==> config.mk <==
export PLATFORM = sky130hd
export DESIGN_NAME = rcm_mailbox
export DESIGN_NICKNAME = d
export VERILOG_FILES = /design/src/core/rcm_mailbox.v /design/src/core/rcm_buf_mem.v
export VERILOG_INCLUDE_DIRS = /design/src /design/src/core
export SDC_FILE = /design/constraint.sdc
export NUM_CORES = 1
export LEC_CHECK = 0
export ABC_CLOCK_PERIOD_IN_PS = 7100
export BUFFER_PORTS_ARGS = -buffer_cell sky130_fd_sc_hd__buf_2
export CAP_MARGIN = 5
export CORE_UTILIZATION = 59
export DETAILED_ROUTE_END_ITERATION = 12
export GPL_TIMING_DRIVEN = 0
export HOLD_SLACK_MARGIN = 0.15
export PLACE_DENSITY_LB_ADDON = 0.12
export SYNTH_ARGS = -nofsm -noshare
export SYNTH_HDL_FRONTEND = slang
export SYNTH_SLANG_ARGS = --single-unit
==> constraint.sdc <==
create_clock -name i_sys_clk -period 7.1 [get_ports i_sys_clk]
set_clock_uncertainty 0.05 [all_clocks]
set_input_delay 1.065 -clock i_sys_clk [delete_from_list [all_inputs] [get_ports i_sys_clk]]
set_output_delay 1.065 -clock i_sys_clk [all_outputs]
set_load 0.03 [all_outputs]
==> src/core/rcm_regs.vh <==
// register numbers, field values and timing for the remote open command mailbox
// Operation
// - word zero holds 904, the open breaker request
// - words four and five carry the ASCII password, checked against credentials
// - status register 8021 reads 0x0003 while a command executes
// - register 8020 shows the code of the last processed command
// - low byte of 8021 holds result code, zero means success
// - wrong or insufficient password gives result code 1
// - unsupported command gives result code 0x13
// - open request while breaker already open gives 0x99
// - new command while one executes is rejected with 0x9E
`ifndef RCM_REGS_VH
`define RCM_REGS_VH
`define RCM_REG_CMD_BUF 16'h1F40
`define RCM_REG_ECHO 16'h1F54
`define RCM_REG_RESULT 16'h1F55
`define RCM_BUF_WORDS 5'h14
`define RCM_CODE_OPEN 16'h0388
`define RCM_DEST_OPEN 16'h1201
`define RCM_STAT_BUSY 16'h0003
`define RCM_ERR_OK 8'h00
`define RCM_ERR_PASSWORD 8'h01
`define RCM_ERR_NOT_SUPP 8'h13
`define RCM_ERR_BAD_DEST 8'h18
`define RCM_ERR_ALR_OPEN 8'h99
`define RCM_ERR_PREV_BUSY 8'h9E
`define RCM_ECHO_RESET 16'h0000
`define RCM_RESULT_RESET 16'h0000
`define RCM_CLK_MHZ 20
`define RCM_EXEC_TIME_US 10
`define RCM_EXEC_CYCLES (`RCM_EXEC_TIME_US * `RCM_CLK_MHZ)
`endif

==> src/core/rcm_mailbox.v <==
// remote open command mailbox: buffer capture, command check, status registers
`timescale 1ns/1ns
`include "rcm_regs.vh"
module rcm_mailbox #(
  parameter EXEC_CYCLES = `RCM_EXEC_CYCLES
) (
  input wire i_sys_clk,
  input wire i_reset,
  input wire i_reg_wr,
  input wire i_reg_rd,
  input wire [15:0] i_reg_addr,
  input wire [15:0] i_reg_wdata,
  input wire i_frame_end,
  input wire [31:0] i_admin_pw,
  input wire [31:0] i_oper_pw,
  input wire i_breaker_open,
  output reg [15:0] o_reg_rdata,
  output reg o_reg_rvalid,
  output reg o_open_cmd,
  output wire o_busy
);
  localparam S_IDLE = 3'h0;
  localparam S_READ = 3'h1;
  localparam S_CAPT = 3'h2;
  localparam S_CHECK = 3'h3;
  localparam S_WAIT = 3'h4;
  localparam S_DONE = 3'h5;

  // =====================================================
  // pin synchroniser
  reg brk_meta_q;
  reg brk_sync_q;
  always @(posedge i_sys_clk or posedge i_reset)
  begin
    if (i_reset)
    begin
      brk_meta_q <= 1'b0;
      brk_sync_q <= 1'b0;
    end
    else
    begin
      brk_meta_q <= i_breaker_open;
      brk_sync_q <= brk_meta_q;
    end
  end

  // =====================================================
  // frame tracking
  reg [2:0] state_q;
  reg [4:0] wr_cnt_q;
  reg [4:0] wr_cnt_d;
  reg rej_pend_q;
  reg [15:0] rej_code_q;
  wire [15:0] buf_off = i_reg_addr - `RCM_REG_CMD_BUF;
  wire in_buf = (i_reg_addr >= `RCM_REG_CMD_BUF) && (buf_off < 16'h0014);
  wire busy = (state_q != S_IDLE);
  // buffer frozen while executing so the running command keeps its words
  wire mem_we = i_reg_wr && in_buf && !busy;
  wire frame_ok = i_frame_end && (wr_cnt_d == `RCM_BUF_WORDS);
  assign o_busy = busy;

  always @*
  begin
    wr_cnt_d = wr_cnt_q;
    if (i_reg_wr)
    begin
      if (i_reg_addr == `RCM_REG_CMD_BUF)
        wr_cnt_d = 5'h01;
      else if (in_buf && (buf_off[4:0] == wr_cnt_q))
        wr_cnt_d = wr_cnt_q + 5'h01;
      else
        wr_cnt_d = 5'h1F;
    end
  end

  always @(posedge i_sys_clk or posedge i_reset)
  begin
    if (i_reset)
      wr_cnt_q <= 5'h00;
    else if (i_frame_end)
      wr_cnt_q <= 5'h00;
    else
      wr_cnt_q <= wr_cnt_d;
  end

  // =====================================================
  // buffer and executor
  reg [4:0] rd_idx_q;
  wire [15:0] rd_word;
  reg [15:0] code_q;
  reg [15:0] dest_q;
  reg [31:0] pw_q;
  reg [15:0] echo_q;
  reg [15:0] result_q;
  reg [7:0] err_q;
  reg [15:0] cnt_q;
  reg [7:0] err_d;

  rcm_buf_mem #(
    .DEPTH(20),
    .AW(5),
    .DW(16)
  ) u_mem (
    .i_sys_clk(i_sys_clk),
    .i_wr_en(mem_we),
    .i_wr_idx(buf_off[4:0]),
    .i_wr_data(i_reg_wdata),
    .i_rd_idx(rd_idx_q),
    .o_rd_data(rd_word)
  );

  always @*
  begin
    err_d = `RCM_ERR_OK;
    if (code_q != `RCM_CODE_OPEN)
      err_d = `RCM_ERR_NOT_SUPP;
    else if (dest_q != `RCM_DEST_OPEN)
      err_d = `RCM_ERR_BAD_DEST;
    else if ((pw_q != i_admin_pw) && (pw_q != i_oper_pw))
      err_d = `RCM_ERR_PASSWORD;
    else if (brk_sync_q)
      err_d = `RCM_ERR_ALR_OPEN;
  end

  always @(posedge i_sys_clk or posedge i_reset)
  begin
    if (i_reset)
    begin
      state_q <= S_IDLE;
      rd_idx_q <= 5'h00;
      code_q <= 16'h0000;
      dest_q <= 16'h0000;
      pw_q <= 32'h00000000;
      echo_q <= `RCM_ECHO_RESET;
      result_q <= `RCM_RESULT_RESET;
      err_q <= 8'h00;
      cnt_q <= 16'h0000;
      o_open_cmd <= 1'b0;
      rej_pend_q <= 1'b0;
      rej_code_q <= 16'h0000;
    end
    else
    begin
      o_open_cmd <= 1'b0;
      // second command during execution is remembered, answered at the end
      if (busy && i_reg_wr && (i_reg_addr == `RCM_REG_CMD_BUF))
        rej_code_q <= i_reg_wdata;
      if (busy && frame_ok)
        rej_pend_q <= 1'b1;
      case (state_q)
        S_IDLE:
        begin
          rd_idx_q <= 5'h00;
          if (frame_ok)
            state_q <= S_READ;
        end
        S_READ:
          state_q <= S_CAPT;
        S_CAPT:
        begin
          state_q <= S_READ;
          if (rd_idx_q == 5'h00)
          begin
            code_q <= rd_word;
            rd_idx_q <= 5'h02;
          end
          else if (rd_idx_q == 5'h02)
          begin
            dest_q <= rd_word;
            rd_idx_q <= 5'h04;
          end
          else if (rd_idx_q == 5'h04)
          begin
            pw_q[31:16] <= rd_word;
            rd_idx_q <= 5'h05;
          end
          else
          begin
            pw_q[15:0] <= rd_word;
            state_q <= S_CHECK;
          end
        end
        S_CHECK:
        begin
          err_q <= err_d;
          if (err_d == `RCM_ERR_OK)
            o_open_cmd <= 1'b1;
          cnt_q <= 16'h0000;
          state_q <= S_WAIT;
        end
        S_WAIT:
        begin
          cnt_q <= cnt_q + 16'h0001;
          if (cnt_q >= EXEC_CYCLES - 1)
            state_q <= S_DONE;
        end
        default:
        begin
          if (rej_pend_q || (busy && frame_ok))
          begin
            echo_q <= rej_code_q;
            result_q <= {8'h00, `RCM_ERR_PREV_BUSY};
            rej_pend_q <= 1'b0;
          end
          else
          begin
            echo_q <= code_q;
            result_q <= {dest_q[15:8], err_q};
          end
          state_q <= S_IDLE;
        end
      endcase
    end
  end

  // =====================================================
  // register read port; buffer is write only and reads zero
  always @(posedge i_sys_clk or posedge i_reset)
  begin
    if (i_reset)
    begin
      o_reg_rdata <= 16'h0000;
      o_reg_rvalid <= 1'b0;
    end
    else
    begin
      o_reg_rvalid <= i_reg_rd;
      if (!i_reg_rd)
        o_reg_rdata <= o_reg_rdata;
      else if (i_reg_addr == `RCM_REG_RESULT)
        o_reg_rdata <= busy ? `RCM_STAT_BUSY : result_q;
      else if (i_reg_addr == `RCM_REG_ECHO)
        o_reg_rdata <= echo_q;
      else
        o_reg_rdata <= 16'h0000;
    end
  end
endmodule // rcm_mailbox

==> src/core/rcm_buf_mem.v <==
// twenty-word command buffer with registered read port
`timescale 1ns/1ns
module rcm_buf_mem #(
  parameter DEPTH = 20,
  parameter AW = 5,
  parameter DW = 16
) (
  input wire i_sys_clk,
  input wire i_wr_en,
  input wire [AW-1:0] i_wr_idx,
  input wire [DW-1:0] i_wr_data,
  input wire [AW-1:0] i_rd_idx,
  output reg [DW-1:0] o_rd_data
);
  reg [DW-1:0] mem [0:DEPTH-1];
  always @(posedge i_sys_clk)
  begin
    if (i_wr_en)
      mem[i_wr_idx] <= i_wr_data;
    o_rd_data <= mem[i_rd_idx];
  end
endmodule // rcm_buf_mem

==> results of run 1 <==
==> placed cells by master (no fill, tap or decap), types with 22 or more instances in the layout <==
| cell type | Yosys | final |
|---|---|---|
| dfrtp_1 | 163 | 163 |
| edfxtp_1 | 128 | 128 |
| buf_2 | 4 | 121 |
| mux2_2 | 96 | 96 |
| xor2_1 | 69 | 69 |
| nor2_1 | 74 | 68 |
| a21oi_1 | 60 | 60 |
| nand2_1 | 42 | 42 |
| o21ai_0 | 34 | 34 |
| clkbuf_16 | 0 | 33 |
| mux4_2 | 32 | 32 |
| clkbuf_1 | 28 | 31 |
| nand3_1 | 29 | 29 |
| nor4_1 | 22 | 22 |
==> state kept, by name (all words and copies together), names as in the netlist, 14 cells and up <==
register and cells:
u_mem.mem 128, pw_q 32, cnt_q 16, code_q 16, dest_q 16, echo_q 16
o_reg_rdata 16, rej_code_q 16, u_mem.o_rd_data 16, result_q 14
==> path summary, 6_finish.rpt <==
| kind | slack [ps] | start | cells past startpoint | to |
|---|---|---|---|---|
| hold / removal | 330 | brk_meta_q$_DFF_PP0_ | 0 | brk_sync_q$_DFF_PP0_ |
| max in group asynchronous | 5690 | i_reset | 3 | code_q[0]$_DFFE_PP0P_ |
| hold reg to reg | 330 | brk_meta_q$_DFF_PP0_ | 0 | brk_sync_q$_DFF_PP0_ |
| min in group asynchronous | 470 | i_reset | 2 | cnt_q[13]$_DFFE_PP0P_ |
| setup reg to reg | 3800 | state_q[1]$_DFFE_PP0P_ | 5 | u_mem.mem[4][4]$_DFFE_PP_ |
| setup / recovery | 3320 | state_q[1]$_DFFE_PP0P_ | 4 | o_busy |
==> power groups by stage <==
stage | Clock, mW | Sequential [mW] | Combinational, mW
floorplan | 0 | 2.37 | 0.684
global placement | 0 | 2.51 | 0.888
detailed placement | 0 | 2.52 | 0.916
CTS | 1.72 | 2.48 | 0.925
global route | 1.80 | 2.52 | 1.01
finish | 1.71 | 2.49 | 0.919
==> metrics by stage <==
step | cells | setup WS [ps]
after CTS | 1370 | 3330
after floorplan | 911 | 1580
after global placement | 1303 | -282
after global routing | 1370 | 3180
final | 1371 | 3320
after detailed placement | 1312 | 3480
==> layout make-up <==
cell class | instances | area share [%]
diodes | 1 | 0.0166
plain buffers | 39 | 1.18
clock buffers | 44 | 6.18
clock inverters | 14 | 1.12
inverters | 11 | 0.325
multi-input cells | 554 | 29.2
flip-flops and latches | 307 | 54.8
well taps | 275 | 2.29
repair buffers | 126 | 4.91
==> routing by layer <==
metal  part of all wire [%]  up-vias
met3                    6.8       59
met4                    2.5        0
li1                       -     3715
met1                     43     4126
met5                      0        -
met2                     48      284
==> kinds of logic after synthesis <==
logic type                 after synthesis  synth area share [%]
muxes                                  131                  14.3
AOI/OAI and AO/OA                      129                  5.86
xor gates and xnor gates                69                  4.71
and+or+nand+nor                        223                  8.94
DFF                                    307                  64.3
adders and majority gates                2                 0.195
buffers and inverters                   50                  1.71
==> impl_metrics.py, run 1 <==
metrics = {
    "floorplan": {
        "die_area_sq_um": 22300,
        "start_util_pct": 60.6,
        "die_w_um": 149,
        "design.portCount": 121,
        "coreArea_sq_um": 21200,
        "die_y_um": 149,
        "rows": 53,
    },
    "synthesis": {
        "synth-main-ff-cell": "dfrtp_1",
        "synth_edf_count": 128,
        "ys_ff_latch": 307,
        "syn_inst": 911,
        "synth.avg_cell_area_sq_um": 14.1,
        "synth_top_area_share_pct": 31.8,
        "synthTopCellsByArea": "dfrtp_1 (32%), edfxtp_1 (30%), mux2_2 (8.4%)",
        "synth_area_leader_cell": "dfrtp_1",
        "ys_top_cells_by_count": "dfrtp_1 (163), edfxtp_1 (128), mux2_2 (96), nor2_1 (74), xor2_1 (69)",
        "yosysUniqueCellTypes": 56,
        "async_reset_ff_share_pct": 53.1,
        "syn_nets": 1015,
        "yosysMostFrequentCell": "dfrtp_1",
        "yosysWarningCount": 0,
        "yosysSeqAreaShare_pct": 64.3,
        "syn_area_sq_um": 12800,
    },
    "placement": {
        "place_congestion": 0.884,
        "placed_cell_area_sq_um": 13900,
        "dp_hpwl_mm": 20.4,
        "portBuffers": 117,
    },
    "setup_path": {
        "worst-path-buf-inv": 3,
        "worstPathRequired_ps": 5980,
        "path_cells": "clkbuf_1 -> nor3_1 -> inv_1 -> buf_2",
        "max_stage_delay_ps": 940,
        "critPathLaunchType": "flop",
        "arrival_ps": 2660,
        "end_kind": "output pin",
        "critPathSlowestCell": "nor3_1",
        "path_class": "flop to output pin",
        "crit_fanout": 10,
        "cpLargestDelayFamily": "simple AND/OR/NAND/NOR gates",
    },
    "detailed_routing": {
        "first_pass_iters": 5,
        "ant_nets": 0,
        "via_count": 8184,
        "wire_per_inst_um": 21.1,
        "routed_wl_mm": 29.0,
        "avgViaCountPerCell": 5.97,
        "drt-initial-drc-count": 626,
        "drc": 0,
    },
    "sta": {
        "slew_headroom_pct": 22.1,
        "finalCritPeriodShare_pct": 53.2,
        "fin_crit_ps": 3780,
        "tightestPinTransition_ps": 1160,
        "hold_viol": 0,
        "rsz0062_at_grt": "no",
        "maxSlewViolCount": 0,
        "whs_ps": 332,
        "setup_tns_ps": 0,
        "setup_viol": 0,
        "max_freq_ghz": 0.265,
    },
    "clock_network": {
        "post_cts_buffers": 0,
        "clk_latency_ps": 570,
        "cts_made_buffers": 31,
        "clk_pin_slew_worst_paths_ps": 60,
        "cts_num_sinks": 307,
        "root_buffer": "clkbuf_16",
        "htreeDepth": 1,
        "postCtsHoldBufs": 0,
        "cts_resized": 0,
        "cts_buffer_depth": 3,
        "cts_tree": "done",
    },
    "pwr": {
        "leakage_nw": 6.29,
        "pwr-share-clk_pct": 33.4,
        "ir_drop_mv": 0.229,
        "power.total_mw": 5.11,
        "switching_share_pct": 29.0,
        "combPwrFrac_pct": 18.0,
        "seq_power_share_pct": 48.7,
        "p_switching_mw": 1.48,
        "p_per_area_nw_per_um2": 340,
        "internal-power_mw": 3.63,
    },
    "grt": {
        "grt_start_max_net_pins": 110,
        "grt.overflow.total": 0,
        "grtUsageMet1_pct": 37.0,
        "grt.busiest_layer": "met2",
        "grt_pass1_vias": 8286,
        "met2_usage_pct": 44.5,
        "grt_use_met3_pct": 4.89,
        "antenna_found_initial": 1,
        "track_usage_pct": 27.1,
        "grt_pass1_wl_mm": 45.3,
    },
    "status": {
        "status": "completed",
    },
    "worst_hold_path": {
        "min_path_type": "flop to flop",
    },
    "finish": {
        "layout-drive-gt1-share_pct": 30.7,
        "nNetsFinal": 1174,
        "nFillCells": 1437,
        "syn_to_final_growth_pct": 17.3,
        "fin_util_pct": 71.1,
        "multiInputGateArea_sq_um": 4380,
        "final_area_sq_um": 15000,
        "regArea_sq_um": 8240,
    },
    "flow_run": {
        "maxCapViolCount": 0,
    },
}
Power figures use the tool's default switching activity.
==> run 2: changes to the inputs <==
--- a/config.mk
+++ b/config.mk
@@ -6,10 +6,10 @@
 export SDC_FILE = /design/constraint.sdc
 export NUM_CORES = 1
 export LEC_CHECK = 0
-export ABC_CLOCK_PERIOD_IN_PS = 7100
+export ABC_CLOCK_PERIOD_IN_PS = 3200
 export BUFFER_PORTS_ARGS = -buffer_cell sky130_fd_sc_hd__buf_2
 export CAP_MARGIN = 5
-export CORE_UTILIZATION = 59
+export CORE_UTILIZATION = 53
 export DETAILED_ROUTE_END_ITERATION = 12
 export GPL_TIMING_DRIVEN = 0
 export HOLD_SLACK_MARGIN = 0.15
==> constraint.sdc (replaced) <==
create_clock -name i_sys_clk -period 3.2 [get_ports i_sys_clk]
set_clock_uncertainty 0.05 [all_clocks]
set_input_delay 0.48 -clock i_sys_clk [delete_from_list [all_inputs] [get_ports i_sys_clk]]
set_output_delay 0.48 -clock i_sys_clk [all_outputs]
set_load 0.03 [all_outputs]
==> run 2 against run 1 <==
  * Critical path depth increased by 1
  * Register-to-register slack got worse by 3400 ps
  * Core utilization decreased by 7.0 points
  * Wire length increased by 0.29%
  * Sequential power increased by 120%
  * Total power increased by 120%
  * Setup slack got worse by 2900 ps
  * Non-clock buffer count increased by 10
  * Cell area increased by 0.69%
  * Hold slack got worse by 160 ps
==> impl_metrics.py, run 2 (synthesis gave the netlist of run 1 again) <==
metrics = {
    "status": {
        "status": "completed",
    },
    "clock_network": {
        "cts_made_buffers": 31,
        "cts_tree": "done",
        "cts_buffer_depth": 3,
        "post_cts_buffers": 0,
        "clk_pin_slew_worst_paths_ps": 60,
        "clk_latency_ps": 560,
        "htreeDepth": 1,
        "root_buffer": "clkbuf_16",
        "cts_num_sinks": 307,
    },
    "setup_path": {
        "worstPathRequired_ps": 3420,
        "path_class": "flop to flop",
        "r2r_slack_ps": 400,
        "crit_fanout": 10,
        "arrival_ps": 3010,
        "reg2reg_to": "u_mem.mem[4][1]$_DFFE_PP_",
        "end_kind": "flop",
        "reg2reg_depth": 5,
        "critPathLaunchType": "flop",
        "reg2reg_from": "state_q[1]$_DFFE_PP0P_",
    },
    "sta": {
        "max_freq_ghz": 0.358,
        "slew_headroom_pct": 37.8,
        "setup_viol": 0,
        "fin_crit_ps": 2800,
        "rsz0062_at_grt": "no",
        "whs_ps": 175,
        "hold_viol": 0,
        "setup_tns_ps": 0,
        "finalCritPeriodShare_pct": 87.4,
        "tightestPinTransition_ps": 934,
        "maxSlewViolCount": 0,
    },
    "pwr": {
        "leakage_nw": 6.31,
        "ir_drop_mv": 0.500,
        "p_per_area_nw_per_um2": 735,
    },
    "grt": {
        "track_usage_pct": 24.4,
        "grt_pass1_vias": 8004,
        "antenna_found_initial": 0,
        "grt_start_max_net_pins": 41,
        "grt.overflow.total": 0,
        "grt_pass1_wl_mm": 44.8,
    },
    "detailed_routing": {
        "wire_per_inst_um": 20.4,
        "via_count": 8022,
        "drc": 0,
        "drt-initial-drc-count": 656,
        "first_pass_iters": 5,
        "routed_wl_mm": 29.1,
        "avgViaCountPerCell": 5.63,
        "ant_nets": 0,
    },
    "floorplan": {
        "start_util_pct": 54.3,
        "rows": 56,
        "die_y_um": 158,
        "die_w_um": 158,
        "coreArea_sq_um": 23600,
        "die_area_sq_um": 24800,
        "design.portCount": 121,
    },
    "finish": {
        "nFillCells": 1809,
        "layout-drive-gt1-share_pct": 30.6,
        "largest_register_ffs": 128,
        "nNetsFinal": 1184,
        "layout_common_cells": "dfrtp_1 (163), edfxtp_1 (128), buf_2 (121)",
        "top_regs": "u_mem.mem: 128 flops, pw_q: 32 flops",
        "diodes": 0,
        "layout_commonest_cell": "dfrtp_1",
        "fin_util_pct": 64.1,
        "syn_to_final_growth_pct": 18.1,
        "final_area_sq_um": 15100,
        "largest_register": "u_mem.mem",
    },
    "worst_hold_path": {
        "min_from": "i_reg_wdata[10]",
        "min_path_type": "input port to flop",
        "worstHoldEndpoint": "u_mem.mem[6][10]$_DFFE_PP_",
        "holdPathStages": 1,
    },
    "placement": {
        "placed_cell_area_sq_um": 14000,
        "dp_hpwl_mm": 21.3,
        "portBuffers": 117,
        "place_congestion": 0.843,
    },
    "flow_run": {
        "maxCapViolCount": 0,
    },
}
==> run 2: cell types whose count changed in the layout (fill, tap and decap cells not counted), sizes merged <==
cell and change:
bufinv -3, diode -1, buf +5, clkinv -7
clkinvlp +1, dlygate4sd3 +5, clkbuf +8, inv +1
==> run 2: metal layers <==
metal,share of wire [%],routed length [um],global-route usage (%),up-vias
met5,0,0,0,-
met4,2.3,667,6.52,0
met3,4.1,1200,2.86,43
met2,49,14400,41.6,225
met1,44,12800,33.1,4021
li1,-,-,-,3733
==> run 2: worst max-delay path, cell delays in order (launching register included) <==
cell	delay (ps)
dfrtp_1	390
clkbuf_1	240
nor3_2	550
nand3_1	350
nor3_2	680
buf_6	250
==> run 2: worst max-delay path by stage <==
stage | start | end | slack, ps | depth (start not counted)
CTS | rd_idx_q[0]$_DFFE_PP0P_ | pw_q[0]$_DFFE_PP0P_ | 120 | 5
global placement | state_q[1]$_DFFE_PP0P_ | u_mem.mem[0][3]$_DFFE_PP_ | -1250 | 4
detailed placement | state_q[1]$_DFFE_PP0P_ | u_mem.mem[0][3]$_DFFE_PP_ | -110 | 5
floorplan | state_q[0]$_DFFE_PP0P_ | u_mem.mem[4][0]$_DFFE_PP_ | 400 | 4
finish | state_q[1]$_DFFE_PP0P_ | u_mem.mem[4][1]$_DFFE_PP_ | 400 | 5
global route | state_q[1]$_DFFE_PP0P_ | u_mem.mem[4][1]$_DFFE_PP_ | 230 | 5
==> run 2: through the flow <==
step | setup slack [ps] | instances | power [mW]
after detailed placement | -115 | 1360 | 7.63
after CTS | 122 | 1423 | 11.2
after global placement | -1250 | 1347 | 7.55
after global routing | 234 | 1424 | 11.6
after floorplan | 398 | 911 | 6.79
final | 405 | 1424 | 11.1
==> run 2: repair_timing <==
| item | in CTS | in global routing |
|---|---|---|
| hold endpoints to repair | 37 | 0 |
| hold buffers | 5 | 0 |
| setup endpoints to repair | 11 | 0 |
| gates resized for setup | 2 | 0 |
==> run 2: final cells by class <==
type,instances,area (sq um),share of cell area (%)
inverters,11,45.0,0.298
multi-input cells,554,4400,29.1
flip-flops and latches,307,8240,54.5
clock inverters,6,43.8,0.289
repair buffers,136,840,5.55
clock buffers,52,990,6.54
plain buffers,39,178,1.17
well taps,319,399,2.64
==> run 2: power by group <==
| group | leakage [nW] | switching (mW) | internal, mW |
|---|---|---|---|
| sequential | 3.40 | 0.720 | 4.79 |
| combinational | 2.40 | 1.04 | 1.01 |
| clock | 0.505 | 1.46 | 2.10 |
| total | 6.31 | 3.22 | 7.90 |
==> run 3: changes to the inputs <==
--- a/config.mk
+++ b/config.mk
@@ -9,7 +9,7 @@
 export ABC_CLOCK_PERIOD_IN_PS = 3200
 export BUFFER_PORTS_ARGS = -buffer_cell sky130_fd_sc_hd__buf_2
 export CAP_MARGIN = 5
-export CORE_UTILIZATION = 53
+export CORE_UTILIZATION = 39
 export DETAILED_ROUTE_END_ITERATION = 12
 export GPL_TIMING_DRIVEN = 0
 export HOLD_SLACK_MARGIN = 0.15
==> run 3 against run 2 <==
  * Highest routed layer is now met5
  * Sequential share of layout area decreased by 1.2 points
  * Final cell count is 9.1% higher
  * Largest cell class unchanged
  * Critical endpoint is now u_mem.o_rd_data[9]$_DFF_P_
  * Global-route usage fell by 4.6 points
==> impl_metrics.py, run 3 (synthesis gave the netlist of run 1 again) <==
metrics = {
    "clock_network": {
        "root_buffer": "clkbuf_16",
        "cts_made_buffers": 35,
        "htreeDepth": 2,
        "cts_num_sinks": 307,
        "clk_latency_ps": 520,
        "cts_buffer_depth": 3,
        "cts_tree": "done",
        "clk_pin_slew_worst_paths_ps": 60,
    },
    "floorplan": {
        "rows": 66,
        "coreArea_sq_um": 32500,
        "die_y_um": 183,
        "die_w_um": 183,
        "die_area_sq_um": 33600,
        "start_util_pct": 39.5,
        "design.portCount": 121,
    },
    "flow_run": {
        "maxCapViolCount": 0,
    },
    "pwr": {
        "switching_share_pct": 29.1,
        "seq_power_share_pct": 47.6,
        "internal-power_mw": 8.28,
        "p_per_area_nw_per_um2": 754,
        "pwr-share-clk_pct": 34.9,
        "leakage_nw": 6.39,
        "combPwrFrac_pct": 17.6,
        "ir_drop_mv": 0.446,
        "p_switching_mw": 3.40,
        "power.total_mw": 11.7,
    },
    "detailed_routing": {
        "ant_nets": 0,
        "drc": 0,
        "first_pass_iters": 5,
        "routed_wl_mm": 31.8,
        "via_count": 7915,
        "avgViaCountPerCell": 5.10,
        "wire_per_inst_um": 20.5,
        "drt-initial-drc-count": 453,
    },
    "setup_path": {
        "worstPathRequired_ps": 3540,
        "reg2reg_depth": 4,
        "critPathLaunchType": "flop",
        "arrival_ps": 3150,
        "path_class": "flop to flop",
        "end_kind": "flop",
        "crit_fanout": 10,
    },
    "finish": {
        "largest_register": "u_mem.mem",
        "syn_to_final_growth_pct": 20.8,
        "fin_util_pct": 47.7,
        "layout_commonest_cell": "dfrtp_1",
        "layout_common_cells": "dfrtp_1 (163), edfxtp_1 (128), buf_2 (121)",
        "fin_cells": 1553,
        "largest_register_ffs": 128,
        "layout-drive-gt1-share_pct": 30.9,
        "top_regs": "u_mem.mem: 128 flops, pw_q: 32 flops",
        "diodes": 0,
        "nNetsFinal": 1188,
    },
    "sta": {
        "tightestPinTransition_ps": 1030,
        "finalCritPeriodShare_pct": 87.8,
        "fin_crit_ps": 2810,
        "max_freq_ghz": 0.356,
        "setup_tns_ps": 0,
        "whs_ps": 206,
        "rsz0062_at_grt": "no",
        "slew_headroom_pct": 31.6,
        "hold_viol": 0,
        "maxSlewViolCount": 0,
        "setup_viol": 0,
    },
    "grt": {
        "grt_pass1_vias": 8322,
        "grt_pass1_wl_mm": 49.6,
        "track_usage_pct": 19.7,
        "grt_start_max_net_pins": 40,
        "antenna_found_initial": 2,
        "grt.overflow.total": 0,
    },
    "placement": {
        "dp_cells": 1485,
        "place_congestion": 0.806,
        "dp_hpwl_mm": 22.6,
        "portBuffers": 117,
    },
    "status": {
        "status": "completed",
    },
    "worst_hold_path": {
        "holdPathStages": 1,
        "min_path_type": "input port to flop",
    },
}
-- run 3: path summary, 6_finish.rpt --
path	start	slack, ps	to
worst max-delay path	rd_idx_q[0]$_DFFE_PP0P_	390	u_mem.o_rd_data[9]$_DFF_P_
worst min-delay path	i_reg_wdata[15]	210	u_mem.mem[6][15]$_DFFE_PP_
worst max register to register	rd_idx_q[0]$_DFFE_PP0P_	390	u_mem.o_rd_data[9]$_DFF_P_
worst min register to register	brk_meta_q$_DFF_PP0_	310	brk_sync_q$_DFF_PP0_
max in group asynchronous	i_reset	1680	wr_cnt_q[2]$_DFF_PP0_
min in group asynchronous	i_reset	540	cnt_q[9]$_DFFE_PP0P_
-- run 3: metrics by stage --
step                worst slack (ps)  instance area, sq um
global route                     181                 15500
global placement               -1530                 14000
floorplan                        398                 12800
finish                           392                 15500
CTS                              318                 15500
detailed placement             -37.7                 14300
-- run 3: critical path, stage by stage (launching register included) --
cell	delay (ps)
dfrtp_1	320
clkbuf_1	580
buf_1	830
mux4_2	610
mux2_2	300
-- run 3: repair_timing --
item / in CTS / in global routing
resized for setup: 1 / 0
setup endpoints to repair: 6 / 0
hold buffers: 4 / 0
buffers inserted: 0 / 0
endpoints found under the hold margin: 29 / 0
-- run 3: power groups by stage --
stage               logic [mW]  registers, mW  clock network (mW)
floorplan                 1.52           5.27                   0
global placement          2.03           5.63                   0
detailed placement        2.07           5.63                   0
CTS                       2.09           5.56                4.17
global route              2.30           5.64                4.32
finish                    2.06           5.55                4.07
-- run 3: per-layer routing --
metal,wire length [um],share of wire [%],vias up,global-route usage [%]
met4,456,1.4,2,4.20
met3,1490,4.7,39,3.55
met2,15300,48,185,33.3
met5,13,0.041,-,0
met1,14500,46,3955,26.6
li1,-,-,3734,-
-- run 3: area by class of cell --
class	count	area, sq um
clock buffers	51	1030
plain buffers	39	178
flip-flops and latches	307	8240
well taps	442	553
clock inverters	13	159
repair buffers	136	886
fillers	2904	17000
inverters	11	45.0
multi-input cells	554	4390
